`config.mk`:
```
export PLATFORM = sky130hd
export DESIGN_NAME = microcode_branch_sequencer
export DESIGN_NICKNAME = d
export VERILOG_FILES = /design/src/branch_seq_pkg.sv /design/src/pin_sync.sv /design/src/microcode_branch_sequencer.sv
export SDC_FILE = /design/constraint.sdc
export NUM_CORES = 1
export LEC_CHECK = 0
export BUFFER_PORTS_ARGS = -buffer_cell sky130_fd_sc_hd__buf_2
export CAP_MARGIN = 15
export CORE_MARGIN = 8
export CORE_UTILIZATION = 49
export DETAILED_ROUTE_END_ITERATION = 12
export GPL_TIMING_DRIVEN = 0
export PLACE_DENSITY = 0.79
export SYNTH_ARGS = -nofsm -noshare
export SYNTH_HDL_FRONTEND = slang
export SYNTH_HIERARCHICAL = 1
export SYNTH_SLANG_ARGS = --single-unit
```
`constraint.sdc`:
```
create_clock -name mclk -period 1.9 [get_ports mclk]
set_input_delay 0.285 -clock mclk [delete_from_list [all_inputs] [get_ports mclk]]
set_output_delay 0.285 -clock mclk [all_outputs]
set_load 0.05 [all_outputs]
```
`src/branch_seq_pkg.sv`:
```
package branch_seq_pkg;

  // ****************************************************
  // Processor timing slots
  // ****************************************************
  localparam int SLOT_W = 4;
  localparam logic [3:0] SLOT_FIRST = 4'h0;
  localparam logic [3:0] SLOT_FETCH = 4'hb;
  localparam logic [3:0] SLOT_EXEC = 4'hc;
  localparam logic [3:0] SLOT_CLEAR = 4'hd;
  localparam logic [3:0] SLOT_STEP = 4'he;
  localparam logic [3:0] SLOT_LAST = 4'hf;
  // Inhibited slots of one sequence: three of the first cycle plus two full cycles
  localparam logic [5:0] SEQ_INHIBIT_SLOTS = 6'h23;

  // ****************************************************
  // Widths of the instruction latches and address
  // ****************************************************
  localparam int ADDR_W = 12;
  localparam int NIB_W = 4;
  localparam int HIGH_W = 5;
  localparam int CONST_W = 13;

  // ****************************************************
  // Instruction codes
  // ****************************************************
  localparam logic [7:0] OP_HALT = 8'h00;
  localparam logic [7:0] OP_TRDY_SET = 8'hb0;
  localparam logic [7:0] OP_TRDY_CLR = 8'hb1;
  localparam logic [7:0] OP_TXEN_ON = 8'hb2;
  localparam logic [7:0] OP_TXEN_OFF = 8'hb3;
  localparam logic [7:0] OP_ERRD_SET = 8'hb7;
  localparam logic [7:0] OP_VARI_SET = 8'hba;
  localparam logic [7:0] OP_VARI_CLR = 8'hbb;
  localparam logic [7:0] OP_ERRD_CLR = 8'hbf;
  localparam logic [3:0] GRP_BRANCH = 4'h9;
  localparam logic [3:0] GRP_PRINT = 4'hb;
  localparam logic [3:0] DIG_UNCOND = 4'h0;
  localparam logic [3:0] DIG_LOAD_A = 4'he;
  localparam logic [3:0] DIG_LOAD_C = 4'hf;

  // ****************************************************
  // Reset values
  // ****************************************************
  localparam logic RST_TRDY = 1'b0;
  localparam logic RST_VARI = 1'b0;
  localparam logic RST_TXEN_N = 1'b1;
  localparam logic RST_ERRD = 1'b0;
  localparam logic [ADDR_W-1:0] RST_ADDR = 12'h000;

  typedef enum logic [1:0] {SEQ_IDLE, SEQ_FIRST, SEQ_SECOND, SEQ_THIRD} seq_stage_t;

endpackage

```
`src/pin_sync.sv`:
```
`timescale 1ns/1ps
// Three-stage synchroniser; a bit changes once stages two and three agree
module pin_sync #(
  parameter int WIDTH = 1
) (
  input wire logic mclk,
  input wire logic rst_n,
  input wire logic [WIDTH-1:0] pin,
  output logic [WIDTH-1:0] stable
);

  logic [WIDTH-1:0] s1;
  logic [WIDTH-1:0] s2;
  logic [WIDTH-1:0] s3;

  // First stage feeds only the second; agreement filters one-cycle glitches
  always_ff @(posedge mclk or negedge rst_n) begin
    if (!rst_n) begin
      s1 <= '0;
      s2 <= '0;
      s3 <= '0;
      stable <= '0;
    end else begin
      s1 <= pin;
      s2 <= s1;
      s3 <= s2;
      stable <= (s3 & ~(s2 ^ s3)) | (stable & (s2 ^ s3));
    end
  end

endmodule

```
`src/microcode_branch_sequencer.sv`:
```
`timescale 1ns/1ps
// Contract
// - B0 sets, B1 clears transmit ready at T12
// - BA sets, BB clears variable-field inhibit at T12
// - B2 asserts, B3 removes low transmit enable
// - B7 sets, BF clears error display at T12
// - Any Bx drives printer enable active at T12
// - 90..9D branch; low digit picks test condition
// - 9E loads A constant, 9F loads C
// - Second word low eight, third word upper bits
// - Branch or constant takes exactly three cycles
// - 9x loads sequencer, latches digit, inhibits decoder
// - Sequencer advances at each cycle's first slot
// - Second cycle increments, loads low and middle
// - Third cycle blocks low/middle, loads high T11
// - Passing test inhibits increment T12; constant earlier
// - Taken branch clears counter T13, loads T14
// - Address source selects latches from third T12
// - Constant leaves counter, clears A/C at T13
// - Constant path selected third cycle, load T14
// - Latches: two four-bit plus five-bit high
// - Normal instruction loaded at T11, executed same cycle
// - Counter increments at T14 unless inhibited
// - Otherwise address source selects the front panel
// - Code 00 stops the timing counter
module microcode_branch_sequencer
  import branch_seq_pkg::*;
(
  input wire logic mclk,
  input wire logic rst_n,
  input wire logic [7:0] romData,
  input wire logic [15:0] testCond,
  input wire logic [ADDR_W-1:0] panelAddr,
  input wire logic panelLoad,
  input wire logic panelRun,
  output logic [ADDR_W-1:0] romAddr,
  output logic [7:0] instruction,
  output logic [SLOT_W-1:0] timeSlot,
  output logic halted,
  output logic transmitReadyFlag,
  output logic variableFieldInhibit,
  output logic transmitEnable_n,
  output logic errorDisplayEnable,
  output logic printerEnable_n,
  output logic decoderInhibit,
  output logic thirdCycleLatchBlock_n,
  output logic highLatchLoad,
  output logic incrementInhibit,
  output logic seqAddrClear,
  output logic seqAddrLoad,
  output logic addrSourceSelect_n,
  output logic aConstantClear,
  output logic cConstantClear,
  output logic aConstantLoad,
  output logic cConstantLoad,
  output logic constantPathSelect,
  output logic [CONST_W-1:0] constantValue
);

  // ****************************************************
  // Front panel inputs
  // ****************************************************
  logic [ADDR_W-1:0] panelAddrS;
  logic panelLoadS;
  logic panelRunS;
  logic panelLoadD;
  logic panelRunD;
  logic panelLoadEv;
  logic panelRunEv;

  // Panel switches are asynchronous to the processor clock
  pin_sync #(
    .WIDTH(ADDR_W + 2)
  ) u_panel_sync (
    .mclk(mclk),
    .rst_n(rst_n),
    .pin({panelRun, panelLoad, panelAddr}),
    .stable({panelRunS, panelLoadS, panelAddrS})
  );

  // Switch presses act once on their rising edge
  always_ff @(posedge mclk or negedge rst_n) begin
    if (!rst_n) begin
      panelLoadD <= 1'b0;
      panelRunD <= 1'b0;
    end else begin
      panelLoadD <= panelLoadS;
      panelRunD <= panelRunS;
    end
  end
  assign panelLoadEv = panelLoadS & ~panelLoadD;
  assign panelRunEv = panelRunS & ~panelRunD;

  // ****************************************************
  // Timing counter
  // ****************************************************
  logic run;
  logic firstTimeSlot;
  logic irValid;
  logic [NIB_W-1:0] irLow;
  logic [NIB_W-1:0] irMid;
  logic [HIGH_W-1:0] irHigh;
  seq_stage_t stage;
  logic [3:0] condDigit;
  logic execSlot;
  logic isConst;
  logic testPass;
  logic takenBranch;
  logic [ADDR_W-1:0] addrMux;

  assign run = ~halted;
  // Last slot ends the cycle; the next edge starts the first time slot
  assign firstTimeSlot = run && (timeSlot == SLOT_LAST);

  // Slots stop while halted; a panel run press restarts from where it froze
  always_ff @(posedge mclk or negedge rst_n) begin
    if (!rst_n) begin
      timeSlot <= SLOT_FIRST;
    end else if (run) begin
      timeSlot <= timeSlot + 4'h1;
    end
  end

  // Decoded halt freezes the processor until the panel restarts it
  always_ff @(posedge mclk or negedge rst_n) begin
    if (!rst_n) begin
      halted <= 1'b0;
    end else if (execCode(OP_HALT)) begin
      halted <= 1'b1;
    end else if (panelRunEv) begin
      halted <= 1'b0;
    end
  end

  // ****************************************************
  // Instruction register
  // ****************************************************
  assign instruction = {irMid, irLow};
  assign constantValue = {irHigh, irMid, irLow};

  // Decoded codes act only at T12 of a running, non-inhibited cycle
  function automatic logic execCode(input logic [7:0] code);
    return execSlot && (instruction == code);
  endfunction

  assign execSlot = run && irValid && !decoderInhibit && (timeSlot == SLOT_EXEC);

  // Low and middle latch each T11 except in the third sequence cycle
  always_ff @(posedge mclk or negedge rst_n) begin
    if (!rst_n) begin
      irLow <= '0;
      irMid <= '0;
      irValid <= 1'b0;
    end else if (run && (timeSlot == SLOT_FETCH) && thirdCycleLatchBlock_n) begin
      irLow <= romData[3:0];
      irMid <= romData[7:4];
      irValid <= 1'b1;
    end
  end

  // High latch holds only the upper bits of a target or constant
  always_ff @(posedge mclk or negedge rst_n) begin
    if (!rst_n) begin
      irHigh <= '0;
    end else if (highLatchLoad) begin
      irHigh <= romData[HIGH_W-1:0];
    end
  end

  assign highLatchLoad = run && (stage == SEQ_THIRD) && (timeSlot == SLOT_FETCH);
  assign thirdCycleLatchBlock_n = (stage != SEQ_THIRD);

  // ****************************************************
  // Single-code control flags
  // ****************************************************
  // One code per cycle, so set and clear never meet
  always_ff @(posedge mclk or negedge rst_n) begin
    if (!rst_n) begin
      transmitReadyFlag <= RST_TRDY;
    end else if (execCode(OP_TRDY_SET)) begin
      transmitReadyFlag <= 1'b1;
    end else if (execCode(OP_TRDY_CLR)) begin
      transmitReadyFlag <= 1'b0;
    end
  end

  // Variable-field inhibit toward refresh storage control
  always_ff @(posedge mclk or negedge rst_n) begin
    if (!rst_n) begin
      variableFieldInhibit <= RST_VARI;
    end else if (execCode(OP_VARI_SET)) begin
      variableFieldInhibit <= 1'b1;
    end else if (execCode(OP_VARI_CLR)) begin
      variableFieldInhibit <= 1'b0;
    end
  end

  // Transmit enable is active low toward the transmit/receive board
  always_ff @(posedge mclk or negedge rst_n) begin
    if (!rst_n) begin
      transmitEnable_n <= RST_TXEN_N;
    end else if (execCode(OP_TXEN_ON)) begin
      transmitEnable_n <= 1'b0;
    end else if (execCode(OP_TXEN_OFF)) begin
      transmitEnable_n <= 1'b1;
    end
  end

  // Error display enable
  always_ff @(posedge mclk or negedge rst_n) begin
    if (!rst_n) begin
      errorDisplayEnable <= RST_ERRD;
    end else if (execCode(OP_ERRD_SET)) begin
      errorDisplayEnable <= 1'b1;
    end else if (execCode(OP_ERRD_CLR)) begin
      errorDisplayEnable <= 1'b0;
    end
  end

  // Printer enable is a one-slot low pulse following T12 of any Bx code
  always_ff @(posedge mclk or negedge rst_n) begin
    if (!rst_n) begin
      printerEnable_n <= 1'b1;
    end else begin
      printerEnable_n <= !(execSlot && (irMid == GRP_PRINT));
    end
  end

  // ****************************************************
  // Branch sequencing
  // ****************************************************
  assign decoderInhibit = (stage != SEQ_IDLE);
  assign isConst = (condDigit == DIG_LOAD_A) || (condDigit == DIG_LOAD_C);
  // Digits 1..D pick an external condition; 0 always passes
  assign testPass = (condDigit == DIG_UNCOND) || testCond[condDigit];
  assign takenBranch = incrementInhibit && !isConst;

  // Stage leaves idle at T12, then advances at cycle boundaries: three slots plus two whole cycles
  always_ff @(posedge mclk or negedge rst_n) begin
    if (!rst_n) begin
      stage <= SEQ_IDLE;
      condDigit <= 4'h0;
    end else begin
      unique case (stage)
        SEQ_IDLE: begin
          if (execSlot && (irMid == GRP_BRANCH)) begin
            stage <= SEQ_FIRST;
            condDigit <= irLow;
          end
        end
        SEQ_FIRST: begin
          if (firstTimeSlot) begin
            stage <= SEQ_SECOND;
          end
        end
        SEQ_SECOND: begin
          if (firstTimeSlot) begin
            stage <= SEQ_THIRD;
          end
        end
        SEQ_THIRD: begin
          if (firstTimeSlot) begin
            stage <= SEQ_IDLE;
          end
        end
      endcase
    end
  end

  // Increment inhibit: whole third cycle for constants, from T12 for a pass
  always_ff @(posedge mclk or negedge rst_n) begin
    if (!rst_n) begin
      incrementInhibit <= 1'b0;
    end else if (firstTimeSlot) begin
      incrementInhibit <= (stage == SEQ_SECOND) && isConst;
    end else if (run && (stage == SEQ_THIRD) && (timeSlot == SLOT_EXEC) && testPass) begin
      incrementInhibit <= 1'b1;
    end
  end

  // Address source leaves the panel only for a taken branch
  always_ff @(posedge mclk or negedge rst_n) begin
    if (!rst_n) begin
      addrSourceSelect_n <= 1'b1;
    end else if (firstTimeSlot) begin
      addrSourceSelect_n <= 1'b1;
    end else if (run && (stage == SEQ_THIRD) && (timeSlot == SLOT_EXEC) && testPass && !isConst) begin
      addrSourceSelect_n <= 1'b0;
    end
  end

  // Constant path held for the whole third cycle
  always_ff @(posedge mclk or negedge rst_n) begin
    if (!rst_n) begin
      constantPathSelect <= 1'b0;
    end else if (firstTimeSlot) begin
      constantPathSelect <= (stage == SEQ_SECOND) && isConst;
    end
  end

  // Strobes are decoded from state and slot, one slot wide
  assign seqAddrClear = run && (stage == SEQ_THIRD) && takenBranch && (timeSlot == SLOT_CLEAR);
  assign seqAddrLoad = run && (stage == SEQ_THIRD) && takenBranch && (timeSlot == SLOT_STEP);
  assign aConstantClear = run && constantPathSelect && (condDigit == DIG_LOAD_A)
                          && (timeSlot == SLOT_CLEAR);
  assign cConstantClear = run && constantPathSelect && (condDigit == DIG_LOAD_C)
                          && (timeSlot == SLOT_CLEAR);
  assign aConstantLoad = run && constantPathSelect && (condDigit == DIG_LOAD_A)
                         && (timeSlot == SLOT_STEP);
  assign cConstantLoad = run && constantPathSelect && (condDigit == DIG_LOAD_C)
                         && (timeSlot == SLOT_STEP);

  // ****************************************************
  // Microcode address counter
  // ****************************************************
  // Branch target is the low, middle and lower four high bits
  assign addrMux = addrSourceSelect_n ? panelAddrS : {irHigh[NIB_W-1:0], irMid, irLow};

  // Sequence clear/load beat step; a panel load outside idle, or at a step, is lost
  always_ff @(posedge mclk or negedge rst_n) begin
    if (!rst_n) begin
      romAddr <= RST_ADDR;
    end else if (seqAddrClear) begin
      romAddr <= '0;
    end else if (seqAddrLoad) begin
      romAddr <= addrMux;
    end else if (run && (timeSlot == SLOT_STEP) && !incrementInhibit) begin
      romAddr <= romAddr + 12'h001;
    end else if (panelLoadEv && (stage == SEQ_IDLE)) begin
      romAddr <= addrMux;
    end
  end

  // ****************************************************
  // Checks
  // ****************************************************
  logic [5:0] seqLen;

  always_ff @(posedge mclk or negedge rst_n) begin
    if (!rst_n) begin
      seqLen <= 6'h00;
    end else begin
      seqLen <= decoderInhibit ? seqLen + 6'h01 : 6'h00;
    end
  end

  a_seq_three_cycles: assert property (@(posedge mclk) disable iff (!rst_n)
    $fell(decoderInhibit) |-> seqLen == SEQ_INHIBIT_SLOTS)
    else $error("branch sequence length wrong");

  a_trdy_set: assert property (@(posedge mclk) disable iff (!rst_n)
    execCode(OP_TRDY_SET) |=> transmitReadyFlag)
    else $error("transmit ready not set");

  a_txen_on: assert property (@(posedge mclk) disable iff (!rst_n)
    execCode(OP_TXEN_ON) |=> !transmitEnable_n ##1 $stable(transmitEnable_n))
    else $error("transmit enable not asserted");

  a_errd_clear: assert property (@(posedge mclk) disable iff (!rst_n)
    execCode(OP_ERRD_CLR) |=> !errorDisplayEnable)
    else $error("error display not cleared");

  a_print_pulse: assert property (@(posedge mclk) disable iff (!rst_n)
    (execSlot && (irMid == GRP_PRINT)) |=> !printerEnable_n ##1 printerEnable_n)
    else $error("printer enable pulse wrong");

  a_taken_load: assert property (@(posedge mclk) disable iff (!rst_n)
    seqAddrClear |=> (romAddr == 12'h000) && seqAddrLoad ##1 romAddr == $past(addrMux))
    else $error("branch target not loaded");

  a_const_keeps_addr: assert property (@(posedge mclk) disable iff (!rst_n)
    (constantPathSelect && (timeSlot == SLOT_FETCH) && run) |-> incrementInhibit
    ##3 !seqAddrLoad ##1 (romAddr == $past(romAddr, 4)))
    else $error("constant load moved the address");

  a_step_inc: assert property (@(posedge mclk) disable iff (!rst_n)
    (run && (timeSlot == SLOT_STEP) && !incrementInhibit) |=> romAddr == $past(romAddr) + 12'h001)
    else $error("address did not step");

  a_halt_stop: assert property (@(posedge mclk) disable iff (!rst_n)
    execCode(OP_HALT) ##1 !panelRunEv |=> $stable(timeSlot))
    else $error("timing counter kept running");

  c_taken_branch: cover property (@(posedge mclk) disable iff (!rst_n) seqAddrLoad);
  c_failed_branch: cover property (@(posedge mclk) disable iff (!rst_n)
    $fell(decoderInhibit) && !$past(incrementInhibit) && !$past(constantPathSelect));
  c_const_a: cover property (@(posedge mclk) disable iff (!rst_n) aConstantLoad);
  c_halt: cover property (@(posedge mclk) disable iff (!rst_n) $rose(halted));

endmodule

```
; Word level (Yosys, flattened, before mapping)
; Cells that the tools add are included.
[word_totals]
register_bits = 103
latchBits = 0
ramBits = 0
romBits = 0
inputBits = 40
elab_cells = 144
n_memories = 0
[op_classes]
n_addsub = 2
mul = 0
n_div = 0
order_cmp = 1
n_eq_ne = 25
n_shift = 0
n_mux = 26
n_bitwise = 10
reduce_logical = 57
[ops]
columns = cell, count
row1 = 8-bit == test (second input constant), 8
row2 = 12-bit two-way mux, 5
row3 = 1-bit logical AND, 37
row4 = 4-bit == test (second input constant), 9
row5 = 14-bit AND, 2
row6 = 2-bit nonzero test, 8
row7 = 1-bit two-way mux, 15
row8 = 14-bit inverter, 1
row9 = 14-bit OR, 1
row10 = 14-bit XOR, 1
row11 = 12-bit by 1-bit adder with 12-bit output (second input constant), 1
row12 = 2-bit inequality test (second input constant), 5
row13 = 8-bit logical NOT, 1
row14 = 2-bit two-way mux, 4
row15 = 2-bit case mux with 4 select lines, 1
row16 = 4-bit by 5-bit < comparator with 1-bit output (second input constant), 1
row17 = 4-bit by 1-bit adder with 4-bit output (second input constant), 1
row18 = 1-bit binary-select mux with 4-bit select, 1
row19 = 2-bit == test (second input constant), 2
row20 = 1-bit logical NOT, 4
row21 = 4-bit logical NOT, 1
row22 = 4-bit AND reduction, 1
row23 = 4-bit nonzero test, 1
row24 = 1-bit inverter, 3
row25 = 5 further kinds, 7

; Depth between registers and ports, before layout
; Gate-level depths: netlist of run 1.
[logic_depth]
depth_word = 8
mapped_depth = 7

; Hierarchy
; Netlist of run 1, hierarchy kept.
[modules_own_cells]
columns = mod, instances, cells_per_inst, area_each_um2
row1 = microcode_branch_sequencer, 1, 274, 2803.9
row2 = pin_sync, 1, 70, 1559.0

; Least setup slack after synthesis of run 1
; Ideal clock, no wire load.
[synth_timing]
kind = register to output
startpoint = reg timeSlot[2]
endpoint = out aConstantLoad
t_arrival_ps = 2000
t_required_ps = 1615
setup_slack_ps = -385
stages_incl_launch_ff = 6
path_buffers = 1
cell_sequence = dfrtp_1 buf_4 and3b_1 and3_1 nand2_1 nor2_1
[synth_between]
elab_chain_cells = 2
[synth_lines]
columns = element, line_no
row1 = from (decl), microcode_branch_sequencer.sv:38  ; output logic [SLOT_W-1:0] timeSlot,
row2 = from (signal assigned), microcode_branch_sequencer.sv:120  ; timeSlot <= timeSlot + 4'h1;
row3 = 4-bit == test, microcode_branch_sequencer.sv:309  ; && (timeSlot == SLOT_STEP);
row4 = 1-bit logical AND, microcode_branch_sequencer.sv:309
row5 = to (decl), microcode_branch_sequencer.sv:54  ; output logic aConstantLoad,
; Every way passes these cells.

; Final worst setup path of run 1
[layout_timing]
startpoint = reg stage[0]
endpoint = reg stage[1]
[layout_between]
elab_chain_cells = 7
[layout_lines]
columns = element, line_no
row1 = from (decl), microcode_branch_sequencer.sv:103  ; seq_stage_t stage;
row2 = from (signal assigned), microcode_branch_sequencer.sv:241  ; stage <= SEQ_IDLE;
row3 = from (signal assigned), microcode_branch_sequencer.sv:247  ; stage <= SEQ_FIRST;
row4 = from (signal assigned), microcode_branch_sequencer.sv:253  ; stage <= SEQ_SECOND;
row5 = 2-bit nonzero test, microcode_branch_sequencer.sv:232  ; assign decoderInhibit = (stage != SEQ_IDLE);
row6 = 1-bit logical NOT, microcode_branch_sequencer.sv:146  ; assign execSlot = run && irValid && !decoderInhibit && (timeSlot == SLOT_EXEC);
row7 = 1-bit logical AND (2 in series), microcode_branch_sequencer.sv:146
row8 = 1-bit logical AND, microcode_branch_sequencer.sv:246  ; if (execSlot && (irMid == GRP_BRANCH)) begin
row9 = 2-bit inequality test (no source line), n/a
row10 = 4-bit AND reduction (no source line), n/a
; Parallel ways exist; a longest one is shown, timed or not.
; A chain may end at the register's enable or synchronous reset.

==> flow_metrics.tcl, run 1 <==
set metrics [dict create \
    dpl.hpwl_mm 7.22 \
    grt_pass1_vias 3341 \
    nNetsFinal 528 \
    pwr-share-seq_pct 36.9 \
    fp.dieH_um 110 \
    cts_tree "done" \
    start_util_pct 50.3 \
    drive_above_1_share_pct 51.0 \
    place_congestion 0.893 \
    crit_path_start "stage[0]" \
    finalNonFillerCells 592 \
    fin_crit_ps 1990 \
    design.core.area_um2 8680 \
    vias_per_cell 5.37 \
    ff2ff_setup_slack_ps -90 \
    htreeDepth 3 \
    grt_pass1_wl_mm 16.6 \
    layout_common_cells "dfrtp_1, buf_2, buf_4, o21ai_0, mux2_2" \
    dr_total_vias 3178 \
    ys.flop_type "dfrtp_1" \
    worst_hold_path.num_cells 1 \
    tightest_slew_ps 559 \
    wl_per_cell_um 18.2 \
    cts_root_buffer "clkbuf_8" \
    maxCapViolations 0 \
    drtIter0Drc 164 \
    synth_nets 393 \
    max_freq_mhz 502 \
    multiInputGateArea_um2 1770 \
    wl_mm 10.8 \
    ys_types 54 \
    num-fill-cells 657 \
    path_class "reg2reg" \
    max-clock-path-buffers 2 \
    postSynthCellCount 344 \
    clk_latency_ps 360 \
    dp_cells 546 \
    cts_sinks 103 \
    overflow 0 \
    maxSlewViolCount 0 \
    yosysWarningCount 6 \
    crit_required_ps 2150 \
    seq_area_frac_synth_pct 59.2 \
    grt_max_degree 61 \
    die_w_um 110 \
    reg2reg_to "stage[1]" \
    p_leak_nw 2.65 \
    hp-class "in2reg" \
    die_area_um2 12200 \
    syn-cell-area_um2 4360 \
    violations "negative setup slack" \
    hp-start "panelAddr[4]" \
    vdd_ir_drop_max_mv 0.822 \
    p_comb_share_pct 48.5 \
    cts_buffers 9 \
    power.internal_w 0.00473 \
    syn_to_final_growth_pct 30.6 \
    rows 34 \
    p_switching_w 0.00420 \
    async_flop_share_pct 100 \
    drc_errors 0 \
    fin_tns_setup_ps -349 \
    fin_skew_ps 6.65 \
    track_usage_pct 17.5 \
    synth_edf_count 0 \
    antenna_found_initial 0 \
    regArea_um2 2590 \
    dr.pass1.iters 4 \
    period_share_pct 105 \
    powerDensity_nw_per_um2 1570 \
    min_to "u_panel_sync/s1[4]" \
    crit_path_end_kind "flip-flop" \
    clk_pin_slew_ps 100 \
    n_antenna_cell 0 \
    worstPathArrival_ps 2240 \
    port_buffers 93 \
    ys_ff_latch 103 \
    hold_viol 0 \
    io-pin-count 95 \
    status "finished, violations left" \
    reg2reg_depth 8 \
    layout.cells.most_common "dfrtp_1" \
    critPathMaxFanout 4 \
    final_antenna_net_count 0 \
    synth.avg_cell_area_um2 12.7 \
    crit-reg2reg-launch "stage[0]" \
    relSlewSlack_pct 62.7 \
    rsz0062_at_grt "true" \
    setup_viol 10 \
    start_kind "flip-flop" \
    clockPowerShare_pct 14.6 \
    setup_slack_ps -93.7 \
    netSwitchingFraction_pct 47.0 \
]
worst max path at each step:
stage / end / slack (ps) / depth (start not counted)
5_1_grt: stage[1] / -140 / 8
3_3_place_gp: timeSlot[0] / -680 / 1
2_1_floorplan: transmitEnable_n / 3 / 5
3_5_place_dp: stage[1] / -250 / 6
4_1_cts: highLatchLoad / -180 / 6
6_report: stage[1] / -90 / 8
critical path: stages, from the launching register on:
cell,delay (ps)
dfrtp_1,450
buf_6,150
inv_4,60
ha_4,140
nand3b_1,130
buf_6,160
nor4_4,250
o22a_1,240
mux2_4,310
stage by stage:
| stage | total power, W | cell area, um^2 | util [%] | hold WS, ps | setup WS [ps] |
|---|---|---|---|---|---|
| final | 0.00892 | 5700 | 65.6 | 21.4 | -93.7 |
| after CTS | 0.00858 | 5420 | 62.5 | 5.13 | -182 |
| after global placement | 0.00697 | 5020 | 57.9 | 332 | -681 |
| after floorplan | 0.00605 | 4420 | - | -10.6 | 2.51 |
| after global routing | 0.00934 | 5700 | 65.6 | 1.97 | -137 |
| after detailed placement | 0.00708 | 5050 | 58.2 | 309 | -248 |
cells in the mapped netlist, types with 4 or more instances:
master / instances / area share, %
nand2_1: 15 / 1.3
o31ai_1: 4 / 0.69
ha_1: 9 / 2.6
o21ai_0: 29 / 3.3
nand3_1: 12 / 1.4
mux2_2: 23 / 5.9
buf_4: 10 / 1.7
mux2_4: 5 / 1.7
nor3_1: 6 / 0.69
and3_1: 10 / 1.4
inv_1: 15 / 1.3
dfrtp_1: 100 / 57
nor2_1: 15 / 1.3
buf_2: 6 / 0.69
mux2i_1: 8 / 1.8
a31oi_1: 5 / 0.72
a21oi_1: 8 / 0.92
maj3_2: 14 / 3.6
cell type report:
class | instances | share of cell area (%)
Sequential cell | 103 | 45.5
Multi-Input combinational cell | 207 | 31.1
Timing Repair Buffer | 126 | 14.5
Tap cell | 108 | 2.37
Clock buffer | 9 | 2.17
Buffer | 17 | 2.06
Inverter | 15 | 1.25
Clock inverter | 7 | 1.08
routing by layer:
metal / global-route usage, % / part of all wire, % / up-vias
met2: 28.6 / 50 / 90
met3: 4.48 / 6.3 / 14
met4: 5.61 / 1.5 / 0
met5: 0 / 0 / -
met1: 22.2 / 43 / 1583
li1: - / - / 1491
kinds of logic after synthesis:
kind of cell	count (synthesis)	synth area share [%]
simple gates	84	11.6
compound gates	61	8.75
xor+xnor	3	0.602
flops	103	59.2
buf+inv	34	4.19
fa+ha+maj	23	6.19
mux	36	9.49
power by group through the flow:
stage	combinational, W	sequential, W	clock [W]
6_report	0.00433	0.00329	0.00130
5_1_grt	0.00458	0.00336	0.00140
4_1_cts	0.00399	0.00325	0.00134
3_5_place_dp	0.00378	0.00330	0
3_3_place_gp	0.00370	0.00327	0
2_1_floorplan	0.00181	0.00424	0
repair_timing:
action,in CTS,in global routing
resized for setup,27,40
hold buffers,1,1
cloned,0,1
setup endpoints to repair,14,23
hold endpoints to repair,43,1
setup buffers,12,17
pin swaps,7,12
Note: power is estimated with default switching activity, not from simulation.
==> run 2, diff against run 1 <==
--- a/config.mk
+++ b/config.mk
@@ -8,10 +8,10 @@
 export BUFFER_PORTS_ARGS = -buffer_cell sky130_fd_sc_hd__buf_2
 export CAP_MARGIN = 15
 export CORE_MARGIN = 8
-export CORE_UTILIZATION = 49
+export CORE_UTILIZATION = 54
 export DETAILED_ROUTE_END_ITERATION = 12
 export GPL_TIMING_DRIVEN = 0
-export PLACE_DENSITY = 0.79
+export PLACE_DENSITY = 0.82
 export SYNTH_ARGS = -nofsm -noshare
 export SYNTH_HDL_FRONTEND = slang
 export SYNTH_HIERARCHICAL = 1
==> constraint.sdc (replaced) <==
create_clock -name mclk -period 2.1 [get_ports mclk]
set_input_delay 0.315 -clock mclk [delete_from_list [all_inputs] [get_ports mclk]]
set_output_delay 0.315 -clock mclk [all_outputs]
set_load 0.05 [all_outputs]
==> flow_metrics.tcl, run 2 (synthesized netlist as in run 1, its figures left out) <==
set metrics [dict create \
    critPathMaxFanout 9 \
    setup_viol 0 \
    n_antenna_cell 0 \
    start_kind "flip-flop" \
    final_antenna_net_count 0 \
    vdd_ir_drop_max_mv 1.07 \
    syn_to_final_growth_pct 24.9 \
    period_share_pct 98.7 \
    powerDensity_nw_per_um2 1470 \
    port_buffers 93 \
    fp.dieH_um 106 \
    hold_viol 0 \
    fin_skew_ps 10.4 \
    cts_sinks 103 \
    fin_area_um2 5450 \
    track_usage_pct 19.4 \
    die_area_um2 11200 \
    io-pin-count 95 \
    max_freq_mhz 482 \
    grt_pass1_wl_mm 17.4 \
    start_util_pct 56.2 \
    crit_path_end_kind "primary output" \
    nNetsFinal 519 \
    overflow 0 \
    dpl.hpwl_mm 7.42 \
    rows 32 \
    htreeDepth 3 \
    worstPathArrival_ps 1760 \
    relSlewSlack_pct 62.2 \
    p_leak_nw 2.58 \
    fin_tns_setup_ps 0 \
    wl_per_cell_um 19.0 \
    grt_max_degree 70 \
    layout_common_cells "dfrtp_1, buf_2, buf_4, o21ai_0, mux2_2" \
    maxCapViolations 0 \
    holdWs_ps 52.5 \
    layout.cells.most_common "dfrtp_1" \
    crit_required_ps 1780 \
    multiInputGateArea_um2 1640 \
    clk_latency_ps 360 \
    fin_crit_ps 2070 \
    dr_total_vias 3255 \
    cts_buffers 9 \
    clk_pin_slew_ps 100 \
    wl_mm 11.0 \
    place_congestion 0.873 \
    grt_pass1_vias 3434 \
    tightest_slew_ps 565 \
    die_w_um 106 \
    place_area_um2 4990 \
    hp-class "in2reg" \
    drive_above_1_share_pct 45.5 \
    design.core.area_um2 7770 \
    drc_errors 0 \
    cts_tree "done" \
    postLayoutCoreUtil_pct 70.1 \
    antenna_found_initial 0 \
    path_class "reg2out" \
    vias_per_cell 5.64 \
    cts_root_buffer "clkbuf_8" \
    status "finished, final reports clean" \
    num-fill-cells 537 \
    dr.pass1.iters 5 \
    max-clock-path-buffers 2 \
    dp_slack_ps -63.7 \
    regArea_um2 2590 \
    maxSlewViolCount 0 \
    setup_slack_ps 26.6 \
    drtIter0Drc 204 \
]
## run 2: cell count changes in the layout (fill, tap and decap cells not counted), moves of 3 or more
cell	change
and3_4	-5
buf_6	-3
buf_8	-5
o21ai_0	+4
inv_4	-3
mux2_2	+4
mux2_4	-4
inv_1	+6
and3_1	+5
ha_4	-3
## run 2: worst max-delay path, stage by stage, from the launching register on
cell and delay (ps):
dfrtp_1 410, buf_6 160, and3b_2 240, and3_1 210, and3_1 190, buf_4 190
## run 2: repair_timing
action                                  4_1_cts  5_1_grt
hold buffers                                  1        0
resized for setup                            14       10
setup buffers                                 6       14
endpoints found under the setup margin        9        8
endpoints found under the hold margin        32        0
pin swaps                                     2        3
## run 2: area by class of cell
class | instances | area share (%)
Tap cell | 102 | 2.34
Buffer | 19 | 2.46
Timing Repair Buffer | 115 | 12.6
Clock inverter | 6 | 1.40
Clock buffer | 10 | 2.53
Multi-Input combinational cell | 207 | 30.1
Inverter | 15 | 1.03
Sequential cell | 103 | 47.5
## run 2: layer usage
layer | vias to the layer above | GRT usage, % | part of all wire, %
met1 | 1599 | 23.0 | 40
met2 | 159 | 32.3 | 50
met4 | 0 | 9.15 | 2.6
met5 | - | 0 | 0
li1 | 1469 | - | -
met3 | 28 | 4.99 | 8.1
## run 2: where the power goes
part / total, W / leakage (nW) / switching (W) / internal (W)
clock: 0.00131 / 0.103 / 0.000705 / 0.000605
sequential: 0.00295 / 1.22 / 0.000555 / 0.00239
combinational: 0.00375 / 1.27 / 0.00245 / 0.00129
## run 2: worst paths after layout
kind                                          start             endpoint  slack, ps  cells after the start
worst max-delay path                    timeSlot[2]       aConstantClear         30                      5
worst min-delay path                   panelAddr[8]   u_panel_sync/s1[8]         50                      1
worst max register to register             stage[0]     transmitEnable_n         40                      7
worst min register to register  u_panel_sync/s1[13]  u_panel_sync/s2[13]        360                      0
max in group asynchronous                     rst_n     transmitEnable_n        930                      3
min in group asynchronous                     rst_n          timeSlot[1]        440                      2
## run 2: metrics by stage
stage	power, W	instances
detailed placement	0.00636	540
floorplan	0.00542	344
global placement	0.00625	539
CTS	0.00776	563
finish	0.00801	577
global route	0.00836	577
